File: config.mk
export PLATFORM = sky130hd
export DESIGN_NAME = ldpc_ctrl
export DESIGN_NICKNAME = d
export VERILOG_FILES = /design/src/logic/ldpc_pkg.sv /design/src/logic/ldpc_sync_if.sv /design/src/logic/ldpc_ctrl.sv /design/src/logic/ldpc_sync.sv
export VERILOG_INCLUDE_DIRS = /design/src /design/src/logic
export SDC_FILE = /design/constraint.sdc
export NUM_CORES = 1
export LEC_CHECK = 0
export ABC_CLOCK_PERIOD_IN_PS = 2100
export BUFFER_PORTS_ARGS = -buffer_cell sky130_fd_sc_hd__buf_2
export CORE_UTILIZATION = 30
export CTS_BUF_LIST = sky130_fd_sc_hd__clkbuf_8
export DETAILED_ROUTE_END_ITERATION = 16
export SLEW_MARGIN = 10
export SYNTH_ARGS = -nofsm -noshare
export SYNTH_HDL_FRONTEND = slang
export SYNTH_HIERARCHICAL = 1
export SYNTH_SLANG_ARGS = --single-unit
export TNS_END_PERCENT = 20
File: constraint.sdc
create_clock -name CORE_CLK -period 2.1 [get_ports CORE_CLK]
set_input_delay 0.21 -clock CORE_CLK [delete_from_list [all_inputs] [get_ports CORE_CLK]]
set_output_delay 0.21 -clock CORE_CLK [all_outputs]
set_load 0.005 [all_outputs]
File: src/logic/ldpc_map.svh
// Register offsets, field positions and reset values of the power-down control block.
`ifndef LDPC_MAP_SVH
`define LDPC_MAP_SVH
`define LDPC_RTC_PMGT_OFF     16'h1930
`define LDPC_REG_CTRL_OFF     16'h7004
`define LDPC_STATUS_OFF       16'h7008
`define LDPC_PMGT_CLKOUT_BIT  0
`define LDPC_PMGT_REGSD_BIT   1
`define LDPC_PMGT_REFSD_BIT   2
`define LDPC_PMGT_WDIR_BIT    3
`define LDPC_PMGT_WOUT_BIT    4
`define LDPC_PMGT_RESET       5'h10
`define LDPC_REG_CTRL_RESET   1'h0
`define LDPC_ADDR_W           16
`define LDPC_MIN_WAKE_CYCLES  1
`endif

File: src/logic/ldpc_pkg.sv
// Types shared by the power-down control modules.
package ldpc_pkg;
  typedef enum logic [2:0] {
    LDPC_RUN   = 3'b001,
    LDPC_DOWN  = 3'b010,
    LDPC_WAKE  = 3'b100
  } ldpc_state_e;
  typedef logic [31:0] ldpc_word_t;
endpackage

File: src/logic/ldpc_sync_if.sv
// Interface carrying raw pin levels into the synchroniser and the clean levels out.
`timescale 1ns/10ps
interface ldpc_sync_if;
  logic [1:0] raw;
  logic [1:0] clean;
  modport sync (input raw, output clean);
  modport user (output raw, input clean);
endinterface

File: src/logic/ldpc_ctrl.sv
// Power-down and wake control for the on-chip regulators, analog reset and reference.
//
// The implementer's own choice: the APB register port.
`timescale 1ns/10ps
`include "ldpc_map.svh"
module ldpc_ctrl
#(
  parameter bit USB_REG_PRESENT = 1'b1
)
(
  input  wire logic              CORE_CLK,
  input  wire logic              RST_N,
  input  wire logic              PSEL,
  input  wire logic              PENABLE,
  input  wire logic              PWRITE,
  input  wire logic [31:0]       PADDR,
  input  wire ldpc_pkg::ldpc_word_t PWDATA,
  output logic                   PREADY,
  output logic                   PSLVERR,
  output ldpc_pkg::ldpc_word_t   PRDATA,
  input  wire logic              WAKE_PIN_IN,
  output logic                   WAKE_PIN_OUT,
  output logic                   WAKE_PIN_OE,
  input  wire logic              RTC_ALARM,
  input  wire logic              RTC_CLK_IN_LEVEL,
  output logic                   CLOCK_OUT,
  output logic                   ANALOG_REGULATOR_ON,
  output logic                   USB_REGULATOR_ON,
  output logic                   ANALOG_POR_ON,
  output logic                   REFERENCE_ON,
  output logic                   WAKE_EVENT
);
  import ldpc_pkg::*;

  typedef struct packed {
    ldpc_state_e state;
    logic        clock_out_enable;
    logic        regulator_shutdown;
    logic        reference_shutdown;
    logic        wake_pin_direction;
    logic        wake_pin_output_value;
    logic        usb_regulator_enable;
    logic        clk_meta;
    logic        clk_sync;
    logic        pready;
    logic        pslverr;
    ldpc_word_t  prdata;
    logic        wake_out;
    logic        wake_oe;
    logic        clock_out;
    logic        ana_on;
    logic        usb_on;
    logic        por_on;
    logic        ref_on;
    logic        wake_event;
  } ldpc_ctrl_s;

  ldpc_ctrl_s st_q;
  ldpc_ctrl_s st_d;

  ldpc_sync_if sync_if ();

  logic wake_pin_s;
  logic alarm_s;
  logic setup;
  logic access;
  logic hit_pmgt;
  logic hit_ctrl;
  logic hit_stat;
  logic pin_wake;
  logic wake_req;
  logic [15:0] addr16;

  initial
  begin
    if (`LDPC_MIN_WAKE_CYCLES < 1)
    begin
      $error("Wake latency must be at least one cycle.");
    end
  end

  assign sync_if.raw = {RTC_ALARM, WAKE_PIN_IN};
  assign wake_pin_s  = sync_if.clean[0];
  assign alarm_s     = sync_if.clean[1];

  ldpc_sync #(
    .WIDTH (2)
  ) u_sync (
    .clk     (CORE_CLK),
    .rst_n   (RST_N),
    .port_if (sync_if.sync)
  );

  assign addr16   = PADDR[15:0];
  assign setup    = PSEL && !PENABLE;
  assign access   = PSEL && PENABLE && st_q.pready;
  assign hit_pmgt = (PADDR[31:16] == 16'h0000) && (addr16 == `LDPC_RTC_PMGT_OFF);
  assign hit_ctrl = (PADDR[31:16] == 16'h0000) && (addr16 == `LDPC_REG_CTRL_OFF);
  assign hit_stat = (PADDR[31:16] == 16'h0000) && (addr16 == `LDPC_STATUS_OFF);

  // A high input level wakes only in input direction; an output never self-wakes.
  assign pin_wake = !st_q.wake_pin_direction && wake_pin_s;
  assign wake_req = pin_wake || alarm_s;

  always_comb
  begin
    st_d            = st_q;
    st_d.wake_event = 1'b0;
    st_d.clk_meta   = RTC_CLK_IN_LEVEL;
    st_d.clk_sync   = st_q.clk_meta;
    // Slave answers one cycle after setup, so no access has a wait state.
    st_d.pready     = setup;
    if (setup)
    begin
      st_d.pslverr = !(hit_pmgt || hit_ctrl || hit_stat);
      st_d.prdata  = 32'h0000_0000;
      if (hit_pmgt)
      begin
        st_d.prdata[`LDPC_PMGT_CLKOUT_BIT] = st_q.clock_out_enable;
        st_d.prdata[`LDPC_PMGT_REGSD_BIT]  = st_q.regulator_shutdown;
        st_d.prdata[`LDPC_PMGT_REFSD_BIT]  = st_q.reference_shutdown;
        st_d.prdata[`LDPC_PMGT_WDIR_BIT]   = st_q.wake_pin_direction;
        st_d.prdata[`LDPC_PMGT_WOUT_BIT]   = st_q.wake_pin_output_value;
      end
      else if (hit_ctrl)
      begin
        st_d.prdata[0] = st_q.usb_regulator_enable;
      end
      else if (hit_stat)
      begin
        st_d.prdata[2:0] = st_q.state;
        st_d.prdata[3]   = st_q.ana_on;
        st_d.prdata[4]   = st_q.usb_on;
        st_d.prdata[5]   = st_q.ref_on;
        st_d.prdata[6]   = wake_pin_s;
      end
    end
    else if (access)
    begin
      st_d.pslverr = 1'b0;
    end

    if (access && PWRITE && hit_pmgt)
    begin
      st_d.clock_out_enable      = PWDATA[`LDPC_PMGT_CLKOUT_BIT];
      st_d.regulator_shutdown    = PWDATA[`LDPC_PMGT_REGSD_BIT];
      st_d.reference_shutdown    = PWDATA[`LDPC_PMGT_REFSD_BIT];
      st_d.wake_pin_direction    = PWDATA[`LDPC_PMGT_WDIR_BIT];
      st_d.wake_pin_output_value = PWDATA[`LDPC_PMGT_WOUT_BIT];
    end
    if (access && PWRITE && hit_ctrl)
    begin
      // Upper bits are dropped; on a part without the regulator the bit stays 0.
      st_d.usb_regulator_enable = PWDATA[0] && USB_REG_PRESENT;
    end

    unique case (st_q.state)
      LDPC_RUN:
      begin
        if (st_d.regulator_shutdown || st_d.reference_shutdown)
        begin
          st_d.state = LDPC_DOWN;
        end
      end
      LDPC_DOWN:
      begin
        // Wake has priority over a shutdown still held in the register.
        if (wake_req)
        begin
          st_d.state              = LDPC_WAKE;
          st_d.regulator_shutdown = 1'b0;
          st_d.reference_shutdown = 1'b0;
          st_d.wake_event         = 1'b1;
        end
      end
      LDPC_WAKE:
      begin
        if (!wake_req)
        begin
          st_d.state = LDPC_RUN;
        end
      end
      default:
      begin
        st_d.state = LDPC_RUN;
      end
    endcase

    st_d.ref_on = !(st_d.state == LDPC_DOWN && st_d.reference_shutdown);
    st_d.ana_on = (st_d.state != LDPC_DOWN);
    st_d.por_on = (st_d.state != LDPC_DOWN);
    st_d.usb_on = (st_d.state != LDPC_DOWN) && st_d.usb_regulator_enable;
    st_d.clock_out = st_q.clock_out_enable && st_q.clk_sync;
    // Open drain: drive low only when output direction and value 0.
    st_d.wake_oe  = st_d.wake_pin_direction && !st_d.wake_pin_output_value;
    st_d.wake_out = 1'b0;
  end

  always_ff @(posedge CORE_CLK)
  begin
    if (!RST_N)
    begin
      st_q                       <= '0;
      st_q.state                 <= LDPC_RUN;
      st_q.wake_pin_output_value <= 1'b1;
      st_q.usb_regulator_enable  <= `LDPC_REG_CTRL_RESET;
      st_q.ana_on                <= 1'b1;
      st_q.por_on                <= 1'b1;
      st_q.ref_on                <= 1'b1;
    end
    else
    begin
      st_q <= st_d;
    end
  end

  assign PREADY              = st_q.pready;
  assign PSLVERR             = st_q.pslverr;
  assign PRDATA              = st_q.prdata;
  assign WAKE_PIN_OUT        = st_q.wake_out;
  assign WAKE_PIN_OE         = st_q.wake_oe;
  assign CLOCK_OUT           = st_q.clock_out;
  assign ANALOG_REGULATOR_ON = st_q.ana_on;
  assign USB_REGULATOR_ON    = st_q.usb_on;
  assign ANALOG_POR_ON       = st_q.por_on;
  assign REFERENCE_ON        = st_q.ref_on;
  assign WAKE_EVENT          = st_q.wake_event;
endmodule

File: src/logic/ldpc_sync.sv
// Two-flop synchroniser for the asynchronous wake inputs.
`timescale 1ns/10ps
module ldpc_sync
#(
  parameter int WIDTH = 2
)
(
  input  wire logic   clk,
  input  wire logic   rst_n,
  ldpc_sync_if.sync   port_if
);
  typedef struct packed {
    logic [WIDTH-1:0] meta;
    logic [WIDTH-1:0] sync;
  } ldpc_sync_s;

  ldpc_sync_s state_q;
  ldpc_sync_s state_d;

  initial
  begin
    if (WIDTH != 2)
    begin
      $error("Synchroniser width must match the interface.");
    end
  end

  always_comb
  begin
    state_d      = state_q;
    state_d.meta = port_if.raw;
    state_d.sync = state_q.meta;
  end

  always_ff @(posedge clk)
  begin
    if (!rst_n)
    begin
      state_q <= '0;
    end
    else
    begin
      state_q <= state_d;
    end
  end

  assign port_if.clean = state_q.sync;
endmodule

======== Yosys cells after proc, flatten, opt, wreduce, memory -nomap -nowiden ========
Cells that the tools add are included.
storage, ports and cells
  register bits ........................... 31
  latch bits .............................. 0
  bits in writable memories ............... 0
  memory bits (read-only) ................. 0
  input bits .............................. 72
  output and inout port bits .............. 42
  logic and storage cells ................. 71
  memories ................................ 0
operators by class
  add/subtract/negate cells ............... 0
  multipliers ............................. 0
  div/mod/pow operators ................... 0
  magnitude comparators ................... 0
  equality and inequality tests ........... 8
  shift-type cells ........................ 0
  multiplexer cells ....................... 16
  bitwise logic cells ..................... 0
  reductions and logical operators ........ 26
operators with widths
  cell                                                                      count
  16-bit by 15-bit == test with 1-bit output (second input constant)        2
  16-bit by 13-bit == test with 1-bit output (second input constant)        1
  16-bit logical NOT                                                        1
  1-bit logical AND                                                         14
  3-bit 2-to-1 mux                                                          3
  3-bit case mux with 3 select lines                                        1
  7-bit 2-to-1 mux                                                          1
  3-bit by 2-bit == test with 1-bit output (second input constant)          2
  2-bit 2-to-1 mux                                                          3
  6-bit 2-to-1 mux                                                          1
  1-bit logical NOT                                                         5
  1-bit 2-to-1 mux                                                          5
  5-bit 2-to-1 mux                                                          1
  1-bit logical OR                                                          4
  4-bit 2-to-1 mux                                                          1
  3-bit by 1-bit == test with 1-bit output (second input constant)          1
  3-bit == test (second input constant)                                     1
  3-bit by 2-bit inequality test with 1-bit output (second input constant)  1
  2-bit AND reduction                                                       1
  2-bit nonzero test                                                        1

======== Depth between registers and ports, before layout ========
Gate-level depths: netlist (run 1).
  word-level depth ........................ 11
  depth in mapped cells ................... 6
  mapped depth without buffers ............ 5

======== By module ========
The synthesis (run 1) kept the hierarchy.
by module, submodules not included
  module     times used  cells each  area an instance (um^2)  sequential area each (um^2)
  ldpc_ctrl  1           165         1461.4                   520.5
  ldpc_sync  1           8           105.1                    80.1

======== Worst setup path after synthesis (run 1) ========
No wires, ideal clock.
  kind .................................... input port to flip-flop
  start point ............................. input port PADDR[3]
  end point ............................... register st_q, in the netlist REFERENCE_ON
  setup time .............................. 134 ps
  arrival ................................. 1980 ps
  required time ........................... 1966 ps
  path slack .............................. -14 ps
  cell stages on the path ................. 6
  path buffers ............................ 1
  cells stage by stage .................... or4b_4 > nor4_4 > nor4b_4 > buf_6 > mux2i_1 > or4_1
on the way
  longest elaborated chain between the ends .. 10
  elaborated cells on any way between the ends .. 12
  those cells by class .................... eq/ne: 2; mux: 5; reduce/logical: 5
ends and longest elaborated chain
  element                                                        line              source
  from (decl)                                                    ldpc_ctrl.sv:16   input wire logic [31:0] PADDR,
  16-bit by 13-bit == test with 1-bit output (no source line) *  -
  1-bit logical AND *                                            ldpc_ctrl.sv:97   assign hit_pmgt = (PADDR[31:16] == 16'h0000) && (addr16 == `LDPC_RTC_PMGT_OFF);
  1-bit logical AND *                                            ldpc_ctrl.sv:143  if (access && PWRITE && hit_pmgt)
  4-bit 2-to-1 mux *                                             ldpc_ctrl.sv:143
  1-bit logical OR                                               ldpc_ctrl.sv:160  if (st_d.regulator_shutdown || st_d.reference_shutdown)
  3-bit 2-to-1 mux                                               ldpc_ctrl.sv:160
  3-bit case mux with 3 select lines                             ldpc_ctrl.sv:157  unique case (st_q.state)
  3-bit by 2-bit == test with 1-bit output                       ldpc_ctrl.sv:189  st_d.ref_on = !(st_d.state == LDPC_DOWN && st_d.reference_shutdown);
  1-bit logical AND *                                            ldpc_ctrl.sv:189
  1-bit logical NOT *                                            ldpc_ctrl.sv:189
  to (signal assigned)                                           ldpc_ctrl.sv:213  st_q <= st_d;
  to (decl)                                                      ldpc_ctrl.sv:58   ldpc_ctrl_s st_q;
Every way passes the cells marked *; elsewhere a longest branch is shown, timed or not.
A chain may end at the register's enable or synchronous reset.

======== Worst setup path in the final report (run 1) ========
Ends and elaborated chain as after synthesis.

==> flow_summary.ini, run 1 <==
[synthesis]
synth_async_sr_flop_share_pct = 0
synthesis.area_sq_um = 1570
ys_warn_count = 6
syn_inst = 173
ys_types = 38
synth_edf_count = 0
ys_seq_area_share_pct = 38.3
ys_ff_latch = 30
synth_area_per_cell_sq_um = 9.05
ys.flop_type = dfxtp_1

[worst_hold_path]
min_path_type = primary input to flip-flop

[layout]
layout-drive-gt1-share_pct = 33.5
fin_nets = 308
insertedDiodeCount = 0
fillers = 509
register_area_sq_um = 601
area_delta_synth_final_pct = 22.1
multi_input_area_sq_um = 778

[routing]
vias_per_cell = 4.38
drtIter0Drc = 40
avgRoutedWirePerCell_um = 10.9
ant_nets = 0
finalWirelength_um = 3310
vias = 1326
drt-pass1-iter-count = 4
drc = 0

[clocking]
cts_sinks = 30
cts_buffer_depth = 2
cts_hold_buf = 0
clkLatencyLatePin_ps = 280
cts_tree = done
clk_pin_slew_ps = 60
htree_levels = 2
cts_resized = 0
cts-buffers-inserted = 5
cts_setup_buffers = 0
root_buffer = clkbuf_8

[global_routing]
grt_pass1_vias = 1199
antenna_found_initial = 0
grt_use_total_pct = 12.9
overflow = 0
grt_pass1_wl_um = 5210
grt_start_max_net_pins = 27

[placed_design]
place.gp.congestion = 0.803
dp_slack_ps = -40.7
dp_hpwl_um = 2580
portBuffers = 60

[timing]
slew_violations = 0
hold-worst-slack_ps = 120
hold_viol_final = 0
timing.final.ws_setup_ps = 260
relSlewSlack_pct = 64.8
worstMarginPinSlew_ps = 527
min_period_ps = 1840
max_freq_mhz = 544
fin_crit_sh_pct = 87.6
rsz0062_at_grt = false
skew_ps = 2.89
tns_ps = 0
setup_viol = 0

[pwr]
power_density_nw_per_um2 = 590
seqPwrFrac_pct = 51.9
p_int_w = 0.000857
p_leak_nw = 0.835
p_comb_share_pct = 9.8
pwr-share-clk_pct = 38.4
switching_share_pct = 24.1
p_switching_w = 0.000271
vdd_ir_drop_max_mv = 0.232

[floorplan]
ios = 114
die_area_sq_um = 5510
fp.coreArea_sq_um = 4880
die_w_um = 74.3
die_y_um = 74.3
rows = 25
start_util_pct = 32.1

[critical_path]
start_kind = primary input
arrival_ps = 1990
path_cells = buf_2 > or4b_4 > nor4_4 > nor4b_4 > mux2i_1 > or4_1
path_max_fanout = 2
max_stage_delay_ps = 540
cp-end-kind = flip-flop
path_class = primary input to flip-flop
required_ps = 2250
cp_slowest_cell = or4b_4

[outcome]
status = completed

[run]
max_cap_viol_count = 0
## per-stage QoR
stage / total power [W] / instances / util, % / cell area [sq um]
6_report: 0.00113 / 303 / 39.2 / 1910
2_1_floorplan: 0.000686 / 198 / - / 1660
3_3_place_gp: 0.000707 / 296 / 37.6 / 1830
4_1_cts: 0.00114 / 303 / 39.2 / 1910
3_5_place_dp: 0.000708 / 296 / 37.6 / 1830
5_1_grt: 0.00119 / 303 / 39.2 / 1910
## state kept, by name, summed over array words and instances, names as in the netlist, 2 cells and up
| signal | cells |
|---|---|
| PRDATA | 7 |
| u_sync/state_d | 2 |
| st_q | 10 |
| u_sync/port_if.clean | 2 |
## cell usage after synthesis (all sizes together) (2+ instances only)
cell type   n  area share [%]
and2        7             2.8
nor4b       6             4.3
nor3        3            0.96
o21ai       8             2.6
nor4        6             3.4
dfxtp      30              38
buf        36              17
a21oi       8             2.6
nor2b       8             3.2
nand2b      3             1.2
nor2        5             1.2
clkbuf      2            0.48
nand2      11             2.6
o21a        2            0.96
mux2i       7             4.5
a21boi      5             2.4
nand3b      2            0.96
nand4       2            0.80
a31oi       4             1.6
nand3       4             1.3
## power by group through the flow
stage | Clock [W] | Combinational [W] | Sequential (W)
2_1_floorplan | 0 | 0.0000886 | 0.000597
3_3_place_gp | 0 | 0.000109 | 0.000598
3_5_place_dp | 0 | 0.000110 | 0.000598
4_1_cts | 0.000442 | 0.000111 | 0.000585
5_1_grt | 0.000476 | 0.000126 | 0.000586
6_report | 0.000433 | 0.000110 | 0.000585
## layer usage
layer  GRT usage [%]  routed length, um  vias up
met2            20.9               1440       65
met5               0                  0        -
met3            6.23                386        5
li1                -                  -      672
met1            15.0               1450      584
met4            4.40                 32        0
## cell families (layout without fill, tap and decap cells)
kind of cell              after synthesis  after routing  synth area share [%]
and+or+nand+nor                        63             63                  25.9
buffers and inverters                  39             77                  18.0
AOI/OAI and AO/OA                      32             32                  12.5
DFF                                    30             30                  38.3
muxes                                   7              7                  4.47
other                                   1             26                 0.239
xor gates and xnor gates                1              1                 0.559
## cell usage in the layout (no fill, tap or decap), types with 2 or more instances in the layout
master    instances
nand3b_1          2
nand4_1           2
clkinv_2          2
dfxtp_1          30
a31oi_1           4
nor2b_1           8
o21a_1            2
conb_1           26
nor4b_1           5
nand2_1          11
a21boi_0          5
buf_2            60
and2_1            7
clkbuf_8          5
o21ai_0           8
buf_4             9
nand3_1           4
nor4_1            5
nor2_1            5
nor3_1            3
nand2b_1          3
mux2i_1           7
a21oi_1           8
## worst max-delay path, delay by kind of cell
kind          cells  cell delay [ps]
mux               1              140
buf+inv           1              100
simple gates      4             1540
## final timing paths
path                            depth (start not counted)   startpoint                end  slack [ps]
worst max-delay path                                    6     PADDR[3]       REFERENCE_ON         260
worst min-delay path                                    2  WAKE_PIN_IN  u_sync/state_d[0]         120
worst max register to register                          4       PREADY       REFERENCE_ON         490
worst min register to register                          1     st_d[42]           st_q[42]         430
## final cells by class
cell class / count / share of cell area, %
clock buffer: 5 / 3.60
sequential: 30 / 31.4
multi-input combinational: 129 / 40.7
inverter: 1 / 0.196
timing repair buffer: 69 / 19.2
clock inverter: 2 / 0.523
tap: 67 / 4.38
Power figures use the tool's default switching activity.
==> inputs of run 2 (changes only) <==
BUFFER_PORTS_ARGS = default   (was -buffer_cell sky130_fd_sc_hd__buf_2)
DONT_BUFFER_PORTS = 1   (was default)
==> run 2 against run 1 <==
Compared with the run above:
- sequential share of layout area is 6.0 points higher
- final area shrank 16%
- clock power shrank 4.8%
- register-to-register slack worse by 90 ps
- count of clock-buffer cells in the layout did not move
- die area unchanged
- sequential power about the same
- setup slack improved by 88 ps
- final cell count is 20% lower
- power shrank 7.0%
- non-clock buffer count shrank 61
- via count down 14%
==> flow_summary.ini, run 2 (same netlist as run 1, synthesis figures left out) <==
[placed_design]
dp_hpwl_um = 2450
place.gp.congestion = 0.718
placed_area_sq_um = 1520
dp.cells = 234
portBuffers = 0

[critical_path]
max_stage_delay_ps = 530
rr_worst_depth = 4
cp_slowest_cell = or4b_4
start_kind = primary input
r2r-end = REFERENCE_ON
r2r_slack_ps = 400
path_cells = or4b_4 > nor4_4 > nor4b_4 > mux2i_1 > or4_1
crit_path_end = REFERENCE_ON
cp-end-kind = flip-flop
critPathLaunch = PADDR[3]
arrival_ps = 1890
path_max_fanout = 3
required_ps = 2240
path_class = primary input to flip-flop
reg2reg_from = PREADY

[clocking]
cts-buffers-inserted = 5
clk_pin_slew_ps = 60
root_buffer = clkbuf_8
clkLatencyLatePin_ps = 280
cts_hold_buf = 1
cts_setup_buffers = 0
cts_buffer_depth = 2
cts_tree = done
htree_levels = 2
cts_sinks = 30
cts_resized = 0

[pwr]
p_switching_w = 0.000230
pwr-share-clk_pct = 39.2
power_density_nw_per_um2 = 654
p_comb_share_pct = 4.8
switching_share_pct = 21.9
seqPwrFrac_pct = 56.0
vdd_ir_drop_max_mv = 0.372
p_int_w = 0.000820
p_leak_nw = 0.583

[timing]
hold-worst-slack_ps = 14.4
skew_ps = 5.23
rsz0062_at_grt = false
slew_violations = 0
tns_ps = 0
min_period_ps = 1750
fin_crit_sh_pct = 83.4
worstMarginPinSlew_ps = 537
setup_viol = 0
relSlewSlack_pct = 64.2
hold_viol_final = 0
max_freq_mhz = 571

[layout]
top_register = st_q
area_delta_synth_final_pct = 2.48
fin_cells = 242
final_common_cell = dfxtp_1
layout-drive-gt1-share_pct = 8.57
fin_nets = 247
insertedDiodeCount = 0
layout_common_cells = dfxtp_1, conb_1, nand2_1
fillers = 531
stdcell_area_sq_um = 1610
largest_register_ffs = 10

[routing]
drc = 0
vias = 1137
finalWirelength_um = 3140
avgRoutedWirePerCell_um = 13.0
vias_per_cell = 4.70
ant_nets = 0
drt-pass1-iter-count = 4
drtIter0Drc = 45

[floorplan]
rows = 25
die_y_um = 74.3
start_util_pct = 32.1
die_area_sq_um = 5510
fp.coreArea_sq_um = 4880
ios = 114
die_w_um = 74.3

[global_routing]
grt_start_max_net_pins = 28
grt_use_total_pct = 11.7
grt_pass1_wl_um = 4640
antenna_found_initial = 0
overflow = 0
grt_pass1_vias = 1019

[run]
max_cap_viol_count = 0

[outcome]
status = completed

[worst_hold_path]
min_path_type = primary input to flip-flop
[run 2: cell types whose count changed in the layout (fill, tap and decap cells not counted)]
cell	delta
buf_4	-2
clkinv_2	-2
buf_2	-60
dlygate4sd3_1	+1
inv_1	+2
[run 2: worst min path at each step]
stage / from / endpoint / slack (ps) / depth (start not counted)
after floorplan: RST_N / u_sync/port_if.clean[0] / 330 / 1
after global placement: RST_N / st_q[45] / 280 / 1
after detailed placement: RST_N / st_q[45] / 280 / 1
after CTS: RST_N / st_q[50] / 9 / 1
after global routing: RST_N / ANALOG_POR_ON / 0.2 / 1
final: RST_N / ANALOG_POR_ON / 10 / 1
[run 2: area by class of cell]
class	count	area, sq um	area share, %
well taps	67	83.8	5.22
clock buffers	5	68.8	4.29
flip-flops and latches	30	601	37.4
repair buffers	8	62.6	3.90
inverters	1	3.75	0.234
multi-input cells	129	778	48.5
clock inverters	2	7.51	0.468
[run 2: metrics by stage]
stage          setup WS, ps  util (%)  power [W]
2_1_floorplan         -14.3         -   0.000686
3_3_place_gp           50.3      31.1   0.000649
3_5_place_dp           56.4      31.1   0.000649
4_1_cts                 350      32.9    0.00106
5_1_grt                 301      32.9    0.00111
6_report                348      32.9    0.00105
[run 2: metal layers]
layer,vias up,GRT usage (%),share of wire (%)
met5,-,0,0
met4,0,3.77,0.67
met3,4,7.05,12
met2,64,18.8,45
met1,516,12.9,42
li1,553,-,-
[run 2: worst max-delay path, delay by kind of cell]
kind / cells / cell delay (ps)
mux: 1 / 140
simple gates: 4 / 1540
[run 2: power groups by stage]
stage	logic (W)	registers, W	clock network (W)
6_report	0.0000505	0.000588	0.000412
5_1_grt	0.0000597	0.000589	0.000462
4_1_cts	0.0000501	0.000588	0.000424
3_5_place_dp	0.0000485	0.000601	0
3_3_place_gp	0.0000480	0.000601	0
2_1_floorplan	0.0000886	0.000597	0
